--- src/hw/level_defs.svh ---
// Constants of the video level, matrix and downformatter datapath.
// Assumes a 250 MHz clk_sys and an APB slave with byte addresses on paddr[7:0].
// Contract
// - Luma out is trunc(contrast/68 times (Y-128)) plus brightness.
// - Chroma out is trunc(saturation/64 times (C-128)) plus 128.
// - Reset levels: contrast 44H, brightness 80H, saturation 40H.
// - Raw out is trunc(raw_gain/64 times (CVBS-128)) plus raw_offset.
// - Reset raw levels: raw_gain 64, raw_offset 128.
// - Every adjusted luma, chroma and raw result is clamped to 1..254.
// - Matrix luma weights are 0.299 red, 0.587 green, 0.114 blue.
// - Blue difference 0.5772 times (B-Y), red difference 0.7296 times (R-Y).
// - Matrix takes and gives 9-bit words with overall unity gain.
// - Component input bypasses the matrix with equal latency.
// - Both colour differences are low-pass filtered before downsampling.
// - Red difference is delayed one sample to match the slot's first luma.
// - Phase is 0 on a slot's first clock, carrying blue difference.
// - Multiplexed chroma is registered after the multiplexer.
// - Luma high-pass from delay registers: unity DC, about 2 dB at Nyquist.
// - Luma high-pass output is limited to 0..511.
// - ypath_filter_enable switches the high-pass; software writes index 29H.
`ifndef LEVEL_DEFS_SVH
`define LEVEL_DEFS_SVH

// Register byte addresses
`define DEC_ADDR   8'h00
`define RAW_ADDR   8'h04
`define MODE_ADDR  8'h08
`define STAT_ADDR  8'h0c
`define FILT_IDX   8'h29
`define FILT_ADDR  (8'(`FILT_IDX * 4))

// Field positions
`define CON_LSB    0
`define BRI_LSB    8
`define SAT_LSB    16
`define RGAIN_LSB  0
`define ROFS_LSB   8
`define CNT_LSB    16

// Reset values
`define CON_RST    8'h44
`define BRI_RST    8'h80
`define SAT_RST    8'h40
`define RGAIN_RST  8'h40
`define ROFS_RST   8'h80

// Level arithmetic
`define MID8       8'h80
`define DIV_CON    18'sh44
`define DIV_SAT    18'sh40
`define LIM_LO     8'h01
`define LIM_HI     8'hfe

// Matrix coefficients, scaled by 2^10
`define K_FRAC     10
`define K_RND      20'h00200
`define K_R        10'h132
`define K_G        10'h259
`define K_B        10'h075
`define K_CB       11'h24f
`define K_CR       11'h2eb
`define MID9       13'sh0100
`define HP_SHIFT   4

`endif

--- src/hw/level_pkg.sv ---
// Types shared by the level datapath and its adjust stage.
// Assumes level_defs.svh is compiled alongside.
`default_nettype none
package level_pkg;

  typedef struct packed {
    logic       psel;
    logic       penable;
    logic       pwrite;
    logic [7:0] paddr;
    logic [31:0] pwdata;
  } apb_req_type;

  typedef struct packed {
    logic        pready;
    logic        pslverr;
    logic [31:0] prdata;
  } apb_rsp_type;

  typedef struct packed {
    logic       valid;
    logic [7:0] y;
    logic [7:0] cb;
    logic [7:0] cr;
  } ycc_type;

  typedef struct packed {
    logic       valid;
    logic [7:0] s;
  } raw_type;

  // In bypass r, g, b carry Cr, Y, Cb
  typedef struct packed {
    logic       valid;
    logic [8:0] r;
    logic [8:0] g;
    logic [8:0] b;
  } rgb_type;

  typedef struct packed {
    logic       valid;
    logic       phase;
    logic [8:0] y;
    logic [8:0] c;
  } fmt_type;

  typedef enum logic [2:0] {
    SEL_DEC  = 3'b000,
    SEL_RAW  = 3'b001,
    SEL_MODE = 3'b010,
    SEL_STAT = 3'b011,
    SEL_FILT = 3'b100,
    SEL_NONE = 3'b111
  } sel_type;

  typedef struct packed {
    logic       valid;
    logic [7:0] res;
  } adj_state_type;

endpackage
`default_nettype wire

--- src/hw/video_level_proc.sv ---
// Level adjust, RGB matrix and 4:2:2 downformatter with APB settings.
// Assumes stream inputs come from logic on clk_sys and one sample per valid.
//
// Our own choices: the APB interface to the registers and the register addresses.
`timescale 1ns/1ns
`default_nettype none
`include "level_defs.svh"

module video_level_proc (
  input  wire logic                  clk_sys,
  input  wire logic                  rst,
  input  wire level_pkg::apb_req_type apb_i,
  output level_pkg::apb_rsp_type     apb_o,
  input  wire level_pkg::ycc_type    dec_i,
  input  wire level_pkg::raw_type    raw_i,
  input  wire level_pkg::rgb_type    rgb_i,
  output level_pkg::ycc_type         dec_o,
  output level_pkg::raw_type         raw_o,
  output level_pkg::fmt_type         fmt_o
);
  import level_pkg::*;

  typedef struct packed {
    logic [7:0]  con;
    logic [7:0]  bri;
    logic [7:0]  sat;
    logic [7:0]  rgain;
    logic [7:0]  rofs;
    logic        byp;
    logic        filt;
    logic        pready;
    logic        perr;
    logic [31:0] prdata;
    logic        s1_valid;
    logic        s1_byp;
    logic [8:0]  s1_y;
    logic [8:0]  s1_r;
    logic [8:0]  s1_b;
    logic        s2_valid;
    logic [8:0]  s2_y;
    logic [8:0]  s2_cb;
    logic [8:0]  s2_cr;
    logic [8:0]  yh1;
    logic [8:0]  yh2;
    logic [8:0]  cbh1;
    logic [8:0]  cbh2;
    logic [8:0]  crh1;
    logic [8:0]  crh2;
    logic        sa_valid;
    logic        sa_ph;
    logic        ph;
    logic [8:0]  yf;
    logic [8:0]  cbf;
    logic [8:0]  crf;
    logic [8:0]  crd;
    fmt_type     out;
    logic [15:0] cnt;
  } main_state_type;

  main_state_type     st_q;
  main_state_type     st_d;
  logic               setup;
  logic               access;
  sel_type            sel;
  logic [19:0]        ysum;
  logic signed [9:0]  db;
  logic signed [9:0]  dr;
  logic signed [20:0] pcb;
  logic signed [20:0] pcr;
  logic signed [12:0] hp_e;
  logic [10:0]        lp_cb;
  logic [10:0]        lp_cr;

  // Register decode, shared by read and write
  function automatic sel_type reg_sel(input logic [7:0] a);
    unique case (a)
      `DEC_ADDR:  reg_sel = SEL_DEC;
      `RAW_ADDR:  reg_sel = SEL_RAW;
      `MODE_ADDR: reg_sel = SEL_MODE;
      `STAT_ADDR: reg_sel = SEL_STAT;
      `FILT_ADDR: reg_sel = SEL_FILT;
      default:    reg_sel = SEL_NONE;
    endcase
  endfunction

  // Limit to the 9-bit range
  function automatic logic [8:0] clamp9(input logic signed [12:0] v);
    if (v < 13'sh0000) begin
      clamp9 = 9'h000;
    end else if (v > 13'sh01ff) begin
      clamp9 = 9'h1ff;
    end else begin
      clamp9 = v[8:0];
    end
  endfunction

  assign setup  = apb_i.psel && !apb_i.penable;
  assign access = apb_i.psel && apb_i.penable && st_q.pready;
  assign sel    = reg_sel(apb_i.paddr);

  // Next state of bus slave and datapath
  always_comb begin
    st_d = st_q;
    ysum  = 20'(rgb_i.r) * 20'(`K_R) + 20'(rgb_i.g) * 20'(`K_G) + 20'(rgb_i.b) * 20'(`K_B) + `K_RND;
    db    = $signed({1'b0, st_q.s1_b}) - $signed({1'b0, st_q.s1_y});
    dr    = $signed({1'b0, st_q.s1_r}) - $signed({1'b0, st_q.s1_y});
    pcb   = $signed({1'b0, `K_CB}) * db;
    pcr   = $signed({1'b0, `K_CR}) * dr;
    hp_e  = $signed({3'b000, st_q.yh1, 1'b0}) - $signed({4'h0, st_q.s2_y})
            - $signed({4'h0, st_q.yh2});
    lp_cb = 11'(st_q.s2_cb) + 11'({st_q.cbh1, 1'b0}) + 11'(st_q.cbh2);
    lp_cr = 11'(st_q.s2_cr) + 11'({st_q.crh1, 1'b0}) + 11'(st_q.crh2);

    // APB answer, one wait-free access phase
    st_d.pready = setup;
    if (setup) begin
      st_d.perr   = (sel == SEL_NONE);
      st_d.prdata = '0;
      if (!apb_i.pwrite) begin
        unique case (sel)
          SEL_DEC:  st_d.prdata = {8'h00, st_q.sat, st_q.bri, st_q.con};
          SEL_RAW:  st_d.prdata = {16'h0000, st_q.rofs, st_q.rgain};
          SEL_MODE: st_d.prdata = {31'h0, st_q.byp};
          SEL_STAT: st_d.prdata = {st_q.cnt, 15'h0, st_q.out.phase};
          SEL_FILT: st_d.prdata = {31'h0, st_q.filt};
          SEL_NONE: st_d.prdata = '0;
        endcase
      end
    end else if (access) begin
      st_d.perr = 1'b0;
    end
    if (access && apb_i.pwrite) begin
      unique case (sel)
        SEL_DEC: begin
          st_d.con = apb_i.pwdata[`CON_LSB +: 8];
          st_d.bri = apb_i.pwdata[`BRI_LSB +: 8];
          st_d.sat = apb_i.pwdata[`SAT_LSB +: 8];
        end
        SEL_RAW: begin
          st_d.rgain = apb_i.pwdata[`RGAIN_LSB +: 8];
          st_d.rofs  = apb_i.pwdata[`ROFS_LSB +: 8];
        end
        SEL_MODE: st_d.byp  = apb_i.pwdata[0];
        SEL_FILT: st_d.filt = apb_i.pwdata[0];
        SEL_STAT: st_d.cnt  = '0;
        SEL_NONE: st_d.cnt  = st_q.cnt;
      endcase
    end

    // Matrix stage 1: luma sum or bypass copy
    st_d.s1_valid = rgb_i.valid;
    if (rgb_i.valid) begin
      st_d.s1_byp = st_q.byp;
      st_d.s1_r   = rgb_i.r;
      st_d.s1_b   = rgb_i.b;
      st_d.s1_y   = st_q.byp ? rgb_i.g : ysum[`K_FRAC +: 9];
    end

    // Matrix stage 2: colour differences, bypass of equal depth
    st_d.s2_valid = st_q.s1_valid;
    if (st_q.s1_valid) begin
      st_d.s2_y = st_q.s1_y;
      if (st_q.s1_byp) begin
        st_d.s2_cb = st_q.s1_b;
        st_d.s2_cr = st_q.s1_r;
      end else begin
        st_d.s2_cb = clamp9(13'(pcb >>> `K_FRAC) + `MID9);
        st_d.s2_cr = clamp9(13'(pcr >>> `K_FRAC) + `MID9);
      end
    end

    // Filter taps and stage A: chroma low-pass, luma high-pass
    st_d.sa_valid = st_q.s2_valid;
    if (st_q.s2_valid) begin
      st_d.yh1  = st_q.s2_y;
      st_d.yh2  = st_q.yh1;
      st_d.cbh1 = st_q.s2_cb;
      st_d.cbh2 = st_q.cbh1;
      st_d.crh1 = st_q.s2_cr;
      st_d.crh2 = st_q.crh1;
      st_d.cbf  = lp_cb[10:2];
      st_d.crf  = lp_cr[10:2];
      if (st_q.filt) begin
        st_d.yf = clamp9($signed({4'h0, st_q.yh1}) + (hp_e >>> `HP_SHIFT));
      end else begin
        st_d.yf = st_q.yh1;
      end
      st_d.sa_ph = st_q.ph;
      st_d.ph    = !st_q.ph;
    end

    // Multiplexer before the output register
    st_d.out.valid = st_q.sa_valid;
    if (st_q.sa_valid) begin
      st_d.crd       = st_q.crf;
      st_d.out.phase = st_q.sa_ph;
      st_d.out.y     = st_q.yf;
      st_d.out.c     = st_q.sa_ph ? st_q.crd : st_q.cbf;
      st_d.cnt       = st_q.cnt + 16'h0001;
    end
  end

  // State register with reset levels
  always_ff @(posedge clk_sys or posedge rst) begin
    if (rst) begin
      st_q       <= '0;
      st_q.con   <= `CON_RST;
      st_q.bri   <= `BRI_RST;
      st_q.sat   <= `SAT_RST;
      st_q.rgain <= `RGAIN_RST;
      st_q.rofs  <= `ROFS_RST;
    end else begin
      st_q <= st_d;
    end
  end

  // Decoder luma and chroma, raw composite adjust
  level_adjust #(.DIV(`DIV_CON)) u_adj_y (
    .clk_sys (clk_sys),
    .rst     (rst),
    .valid_i (dec_i.valid),
    .x_i     (dec_i.y),
    .gain_i  (st_q.con),
    .ofs_i   (st_q.bri),
    .valid_o (dec_o.valid),
    .res_o   (dec_o.y)
  );

  level_adjust #(.DIV(`DIV_SAT)) u_adj_cb (
    .clk_sys (clk_sys),
    .rst     (rst),
    .valid_i (dec_i.valid),
    .x_i     (dec_i.cb),
    .gain_i  (st_q.sat),
    .ofs_i   (`MID8),
    .valid_o (),
    .res_o   (dec_o.cb)
  );

  level_adjust #(.DIV(`DIV_SAT)) u_adj_cr (
    .clk_sys (clk_sys),
    .rst     (rst),
    .valid_i (dec_i.valid),
    .x_i     (dec_i.cr),
    .gain_i  (st_q.sat),
    .ofs_i   (`MID8),
    .valid_o (),
    .res_o   (dec_o.cr)
  );

  level_adjust #(.DIV(`DIV_SAT)) u_adj_raw (
    .clk_sys (clk_sys),
    .rst     (rst),
    .valid_i (raw_i.valid),
    .x_i     (raw_i.s),
    .gain_i  (st_q.rgain),
    .ofs_i   (st_q.rofs),
    .valid_o (raw_o.valid),
    .res_o   (raw_o.s)
  );

  assign apb_o = '{pready: st_q.pready, pslverr: st_q.perr, prdata: st_q.prdata};
  assign fmt_o = st_q.out;
endmodule // video_level_proc
`default_nettype wire

--- src/hw/level_adjust.sv ---
// One level adjust stage: scaled gain around 128, offset, limit.
// Assumes samples and settings come from logic on clk_sys.
`timescale 1ns/1ns
`default_nettype none
`include "level_defs.svh"

module level_adjust #(
  parameter logic signed [17:0] DIV = `DIV_SAT
) (
  input  wire logic       clk_sys,
  input  wire logic       rst,
  input  wire logic       valid_i,
  input  wire logic [7:0] x_i,
  input  wire logic [7:0] gain_i,
  input  wire logic [7:0] ofs_i,
  output logic            valid_o,
  output logic [7:0]      res_o
);
  import level_pkg::*;

  adj_state_type      st_q;
  adj_state_type      st_d;
  logic signed [17:0] prod;
  logic signed [17:0] quo;
  logic signed [11:0] sum;

  // Scale, truncate, offset, limit
  always_comb begin
    prod = $signed({1'b0, gain_i}) * ($signed({2'b00, x_i}) - $signed({2'b00, `MID8}));
    quo  = prod / DIV;
    sum  = 12'(quo) + $signed({4'h0, ofs_i});
    st_d = st_q;
    st_d.valid = valid_i;
    if (valid_i) begin
      if (sum < $signed({4'h0, `LIM_LO})) begin
        st_d.res = `LIM_LO;
      end else if (sum > $signed({4'h0, `LIM_HI})) begin
        st_d.res = `LIM_HI;
      end else begin
        st_d.res = sum[7:0];
      end
    end
  end

  // State register
  always_ff @(posedge clk_sys or posedge rst) begin
    if (rst) begin
      st_q <= '0;
    end else begin
      st_q <= st_d;
    end
  end

  assign valid_o = st_q.valid;
  assign res_o   = st_q.res;
endmodule // level_adjust
`default_nettype wire

--- config.mk ---
export PLATFORM = sky130hd
export DESIGN_NAME = video_level_proc
export DESIGN_NICKNAME = d
export VERILOG_FILES = /design/src/hw/level_pkg.sv /design/src/hw/video_level_proc.sv /design/src/hw/level_adjust.sv
export VERILOG_INCLUDE_DIRS = /design/src /design/src/hw
export SDC_FILE = /design/constraint.sdc
export NUM_CORES = 2
export LEC_CHECK = 0
export BUFFER_PORTS_ARGS = -buffer_cell sky130_fd_sc_hd__buf_2
export CAP_MARGIN = 25
export CORE_MARGIN = 3
export CORE_UTILIZATION = 45
export DETAILED_ROUTE_END_ITERATION = 12
export GPL_ROUTABILITY_DRIVEN = 0
export MAX_ROUTING_LAYER = met4
export PLACE_DENSITY = 0.72
export RECOVER_POWER = 100
export SLEW_MARGIN = 20
export SYNTH_ARGS = -nofsm -noshare
export SYNTH_HDL_FRONTEND = slang
export SYNTH_SLANG_ARGS = --single-unit
--- constraint.sdc ---
create_clock -name clk_sys -period 17.32 [get_ports clk_sys]
set_input_delay 1.732 -clock clk_sys [delete_from_list [all_inputs] [get_ports clk_sys]]
set_output_delay 1.732 -clock clk_sys [all_outputs]
set_load 0.005 [all_outputs]
-- After elaboration in Yosys (flattened, before gate mapping)
Index checks and enable logic that the tools add are counted.
- div/mod/pow operators: 1
- multipliers: 9
- muxes and demuxes: 26
- bitwise gates (word level): 3
- reductions and logical operators: 19
- add/subtract/negate cells: 26
- eq/ne operators: 9
- order comparisons: 14
- operators with widths (kind ; count):
    case mux 32 bit (6 select lines) ; 1
    2-to-1 mux 9 bit ; 9
    2-to-1 mux 8 bit ; 8
    multiplier 9 x 9 -> 18 bit ; 3
    > comparator 12 x 9 -> 1 bit (second input constant) ; 4
    < comparator 12 x 2 -> 1 bit (second input constant) ; 4
    2-to-1 mux 16 bit ; 3
    multiplier 11 x 10 -> 21 bit (first input constant) ; 2
    adder 12 x 1 -> 12 bit ; 3
    subtractor 8 x 8 -> 9 bit (second input constant) ; 4
    2-to-1 mux 32 bit ; 1
    adder 11 x 10 -> 12 bit (second input constant) ; 2
    adder 12 x 9 -> 12 bit ; 2
    adder 12 x 9 -> 12 bit (second input constant) ; 2
    > comparator 12 x 10 -> 1 bit (second input constant) ; 2
    < comparator 12 x 1 -> 1 bit (second input constant) ; 2
    adder 11 x 9 -> 11 bit ; 2
    adder 9 x 10 -> 11 bit ; 2
    subtractor 9 x 9 -> 10 bit ; 2
    adder 18 x 19 -> 19 bit ; 1
    adder 19 x 10 -> 19 bit (second input constant) ; 1
    adder 19 x 16 -> 19 bit ; 1
    multiplier 9 x 10 -> 19 bit (second input constant) ; 1
    divider 18 x 8 -> 18 bit (second input constant) ; 1
    other kinds (26) ; 44
- output and inout bits: 88
- logic and storage cells: 150
- register bits: 296
- bits of input ports: 107

-- Depth between registers and ports, before layout
- depth in word-level cells: 9
- gate-level depth with buffers: 57

-- Hierarchy
A second synthesis with hierarchy kept.
- cell total of the unflattened synthesis: 4139
- area total of the unflattened synthesis: 38735.9 sq um
- modules (own cells, without submodules) (module ; times used ; cells an instance ; area an instance (sq um)):
    video_level_proc ; 1 ; 2121 ; 22026.1
    level_adjust (u_adj_cb ...) ; 2 ; 402 ; 3425.8
    level_adjust (u_adj_y) ; 1 ; 835 ; 6503.7
    level_adjust (u_adj_cr) ; 1 ; 379 ; 3354.5

-- Worst setup path before layout
No wires, ideal clock.
- path type: input -> register
- from: in dec_i[23] (netlist name)
- to: reg u_adj_y.st_q, in the netlist u_adj_y.res_o[5]
- path slack: 3.510 ns
- buffers on the path: 1
- stages on the path: 52
- required time: 17.242 ns
- data arrival time: 13.732 ns
- library setup time: 0.078 ns
- path through: nand2b_1 > inv_1 > fa_1 > inv_1 > fa_1 > inv_1 > fa_1 > inv_1 > fa_1 > inv_1 > ha_1 > buf_2 > and3_1 > a221oi_1 > nor2b_1 > or4_1 > a211oi_2 > a311oi_1 > [... 16 more ...] > o31a_2 > inv_1 > ha_1 > nand2_1 > o21ai_0 > fa_1 > a21o_1 > a21oi_1 > o21bai_1 > a21oi_1 > o21bai_1 > a21oi_1 > nor2b_1 > a22oi_1 > o22ai_1 > a221oi_2 > nor2b_1 > o2bb2ai_1
- word-level cells in the longest chain between the ends: 7
- elaborated cells between the ends (all ways): 8
- those cells by class: add/sub (2); mul (1); div (1); order compare (2); mux (2)
- RTL lines (element ; line ; text):
    start, declared ; video_level_proc.sv:14 ; input wire level_pkg::ycc_type dec_i,
    subtractor 8 x 8 -> 9 bit * ; level_adjust.sv:29 ; prod = $signed({1'b0, gain_i}) * ($signed({2'b00, x_i}) - $signed({2'b00, `MID8}));
    multiplier 9 x 18 -> 18 bit * ; level_adjust.sv:29 ;
    divider 18 x 8 -> 18 bit * ; level_adjust.sv:30 ; quo = prod / DIV;
    adder 12 x 9 -> 12 bit * ; level_adjust.sv:31 ; sum = 12'(quo) + $signed({4'h0, ofs_i});
    > comparator 12 x 9 -> 1 bit ; level_adjust.sv:37 ; end else if (sum > $signed({4'h0, `LIM_HI})) begin
    2-to-1 mux 8 bit ; level_adjust.sv:37 ;
    2-to-1 mux 8 bit * ; level_adjust.sv:35 ; if (sum < $signed({4'h0, `LIM_LO})) begin
    end signal, assigned ; level_adjust.sv:50 ; st_q <= st_d;
    end, declared ; level_adjust.sv:21 ; adj_state_type st_q;
Mark *: on every way between the ends. The rest lies on a longest branch, timed or not.
A chain may end at the register's enable or synchronous reset.

-- Worst setup path after layout
Ends and elaborated chain as after synthesis.

==> summary.md <==
| Metric | Value |
|---|---|
| Status | finished with violations |
| Failing checks | max-capacitance violations, max-slew violations |
| Starting Density | 0.456 |
| Port bufs | 186 |
| Most frequent cells in the layout | inv_1 (652), ha_1 (542), fa_1 (344) |
| H-Tree Depth | 2 |
| Final net count | between 5,000 and 6,000 |
| Mapped Area | roughly 37,000 µm² |
| GRT Resource Usage Total | 0.201 |
| Pre-Repair DR Iteration Count | 6 |
| CP dominant cell by count | inv_1 |
| Final Cycle Share | 0.919 |
| Peak Freq | about 63 MHz |
| FFs w/ async S/R, synth | 1.00 |
| Largest area contributor in the netlist | dfrtp_1 |
| Clk sinks | roughly 300 |
| Iteration-0 DRC Markers | 1,602 |
| Vias | 28,000 |
| Vias per cell | 5.41 |
| Final ANT Viol Nets | 0 |
| Avg Cell Area, Syn | 9.31 µm² |
| Crit Path Category | input pin to flip-flop |
| Count of flip-flops with a built-in enable after synthesis | 0 |
| Final hold vios | 0 |
| CTS tree | done |
| Commonest non-fill, non-tap cell in the layout | inv_1 |
| DRC | 0 |
| Slew Viols, Final | 561 |
| Rows | 105 |
| Core outline area | 82,200 µm² |
| Ratio of cells with drive above 1 in the final layout | 0.0980 |
| WL per Instance | 16.1 µm |
| Clk_lat worst skew | 550 ps |
| Max-cap violations | 8 |
| Warnings from Yosys | 0 |
| Relative slew slack | -4.99 |
| Min Tclk post-route | 15,910 ps |
| Die width | just under 300 µm |
| Cts repair resizes | 0 |
| RSZ-0062 raised after global routing | false |
| Clk buf depth | 3 |
| Post-Synthesis Net Count | 5,018 |
| CTS Root Cell | clkbuf_16 |
| Worst path slowest cell | a2111oi_0 |
| Worst-path clk slew | 60 ps |
| Die Footprint | 86,800 µm² |
| Die height | 295 µm |
| Element type at the critical path start | input pin |
| Worst Path Required | ~18,000 ps |
| Worst Clk Skew | 14.1 ps |
| Syn Inst Count | 4,025 |
| Routed WL | 83,700 µm |
| Final setup TNS | 0 ps |
| First-pass GRT wire length | 141,000 µm |
| Post-detail-place hpwl | 67,200 µm |
| Largest net degree at the start of global routing | ~180 |
| Crit path largest cell delay | 720 ps |
| Seq/Total Area, Yosys | 0.198 |
| Yosys top cell area share | 0.194 |
| Hold-fix buffers at CTS | 0 |
| Initial antenna violation count | 5 |
| Cts bufs inserted | 34 |
| Number of global-route vias before repair | approximately 28,000 |
| Layout Area Growth over Synthesis | 6.86% |
| Flops & latches, synth | roughly 300 |
| Hold Path Class | flip-flop to flip-flop |
| Worst Setup End Kind | flip-flop |
| Worst Path Arrival | about 16,000 ps |
| Setup violators final | 0 |
| Grt ovf | 0 |
| Top_reg_cell synth | dfrtp_1 |
| CP max FO | 13 |
| Worst-Margin Slew | 8990 ps |
| Yosys cell types | 97 |
| Top cells by area, synth | dfrtp_1 (19%), fa_1 (18%), ha_1 (18%) |
| I/O pin count | 195 |
| Postcts setup bufs | 0 |
cell families after synthesis:
group | Yosys count | synth area share
adders and majority gates | 886 | 0.365
xor gates and xnor gates | 191 | 0.0451
AOI/OAI and AO/OA | 734 | 0.131
and+or+nand+nor | 925 | 0.122
DFF | 296 | 0.198
muxes | 167 | 0.0497
buffers and inverters | 826 | 0.0890
worst paths after layout:
check | from | end | slack [ps] | cells past startpoint
max in group asynchronous | rst | st_d[35] | 3610 | 3
worst max-delay path | dec_i[23] | u_adj_y.res_o[5] | 1410 | 54
worst min register to register | st_q[72] | st_q[72] | 470 | 1
worst max register to register | st_q[254] | u_adj_y.res_o[5] | 2230 | 51
worst min-delay path | st_q[72] | st_q[72] | 470 | 1
min in group asynchronous | rst | apb_o[9] | 2790 | 2
metrics by stage:
stage | hold WS, ps | util | setup WS, ps | instances | area [µm²]
after floorplan | 352 | - | 3510 | 4025 | 37500
after global placement | 446 | 0.474 | 1360 | 5123 | 39000
after detailed placement | 451 | 0.474 | 1160 | 5123 | 39000
after CTS | 462 | 0.488 | 1690 | 5182 | 40100
after global routing | 498 | 0.487 | 163 | 5188 | 40000
final | 471 | 0.487 | 1410 | 5188 | 40000
layout make-up:
| type | count | area (µm²) |
|---|---|---|
| diodes | 4 | 10.0 |
| multi-input cells | 2903 | 26700 |
| fillers | 7639 | 42200 |
| well taps | 1070 | 1340 |
| inverters | 653 | 2450 |
| flip-flops and latches | 296 | 7420 |
| clock inverters | 14 | 178 |
| clock buffers | 45 | 962 |
| repair buffers | 203 | 948 |
layer usage:
metal  track usage  share of wire  vias up  wire (µm)
li1              -              -    13600          -
met2         0.340           0.48      624      40300
met3        0.0206          0.045      135       3740
met4        0.0504          0.024        0       2020
met1         0.260           0.45    13700      37600
met5             -              0        -          0
sequential cells by signal, summed over array words and instances (netlist names):
signal,cells
u_adj_y.res_o,8
u_adj_cr.res_o,8
st_q,205
st_d,3
apb_o,34
u_adj_y.valid_o,1
u_adj_cb.res_o,8
u_adj_raw.valid_o,1
fmt_o,20
u_adj_raw.res_o,8
cell usage after synthesis, types with 29 or more instances:
cell type  instances
nor2_1           197
dfrtp_1          290
nor3_1            50
fa_1             344
mux2_2           139
or2_2             29
a21o_1            68
o21ai_0          147
ha_1             542
o21bai_1          36
nor2b_1           54
xor2_1            92
nand4_1           35
clkbuf_1          98
xnor2_1           98
buf_4             56
nand2_1          268
inv_1            653
and2_1           115
a21oi_1          211
nand3_1           69
worst max-delay path, delay by kind of cell:
family | cells | cell delay (ps)
buf+inv | 9 | 1220
xor+xnor | 2 | 1020
simple gates | 10 | 2450
compound gates | 26 | 6600
fa+ha+maj | 7 | 3310
Power is not shown: default switching activity piles up to over one toggle a cycle in this logic, so the estimate is an artifact.
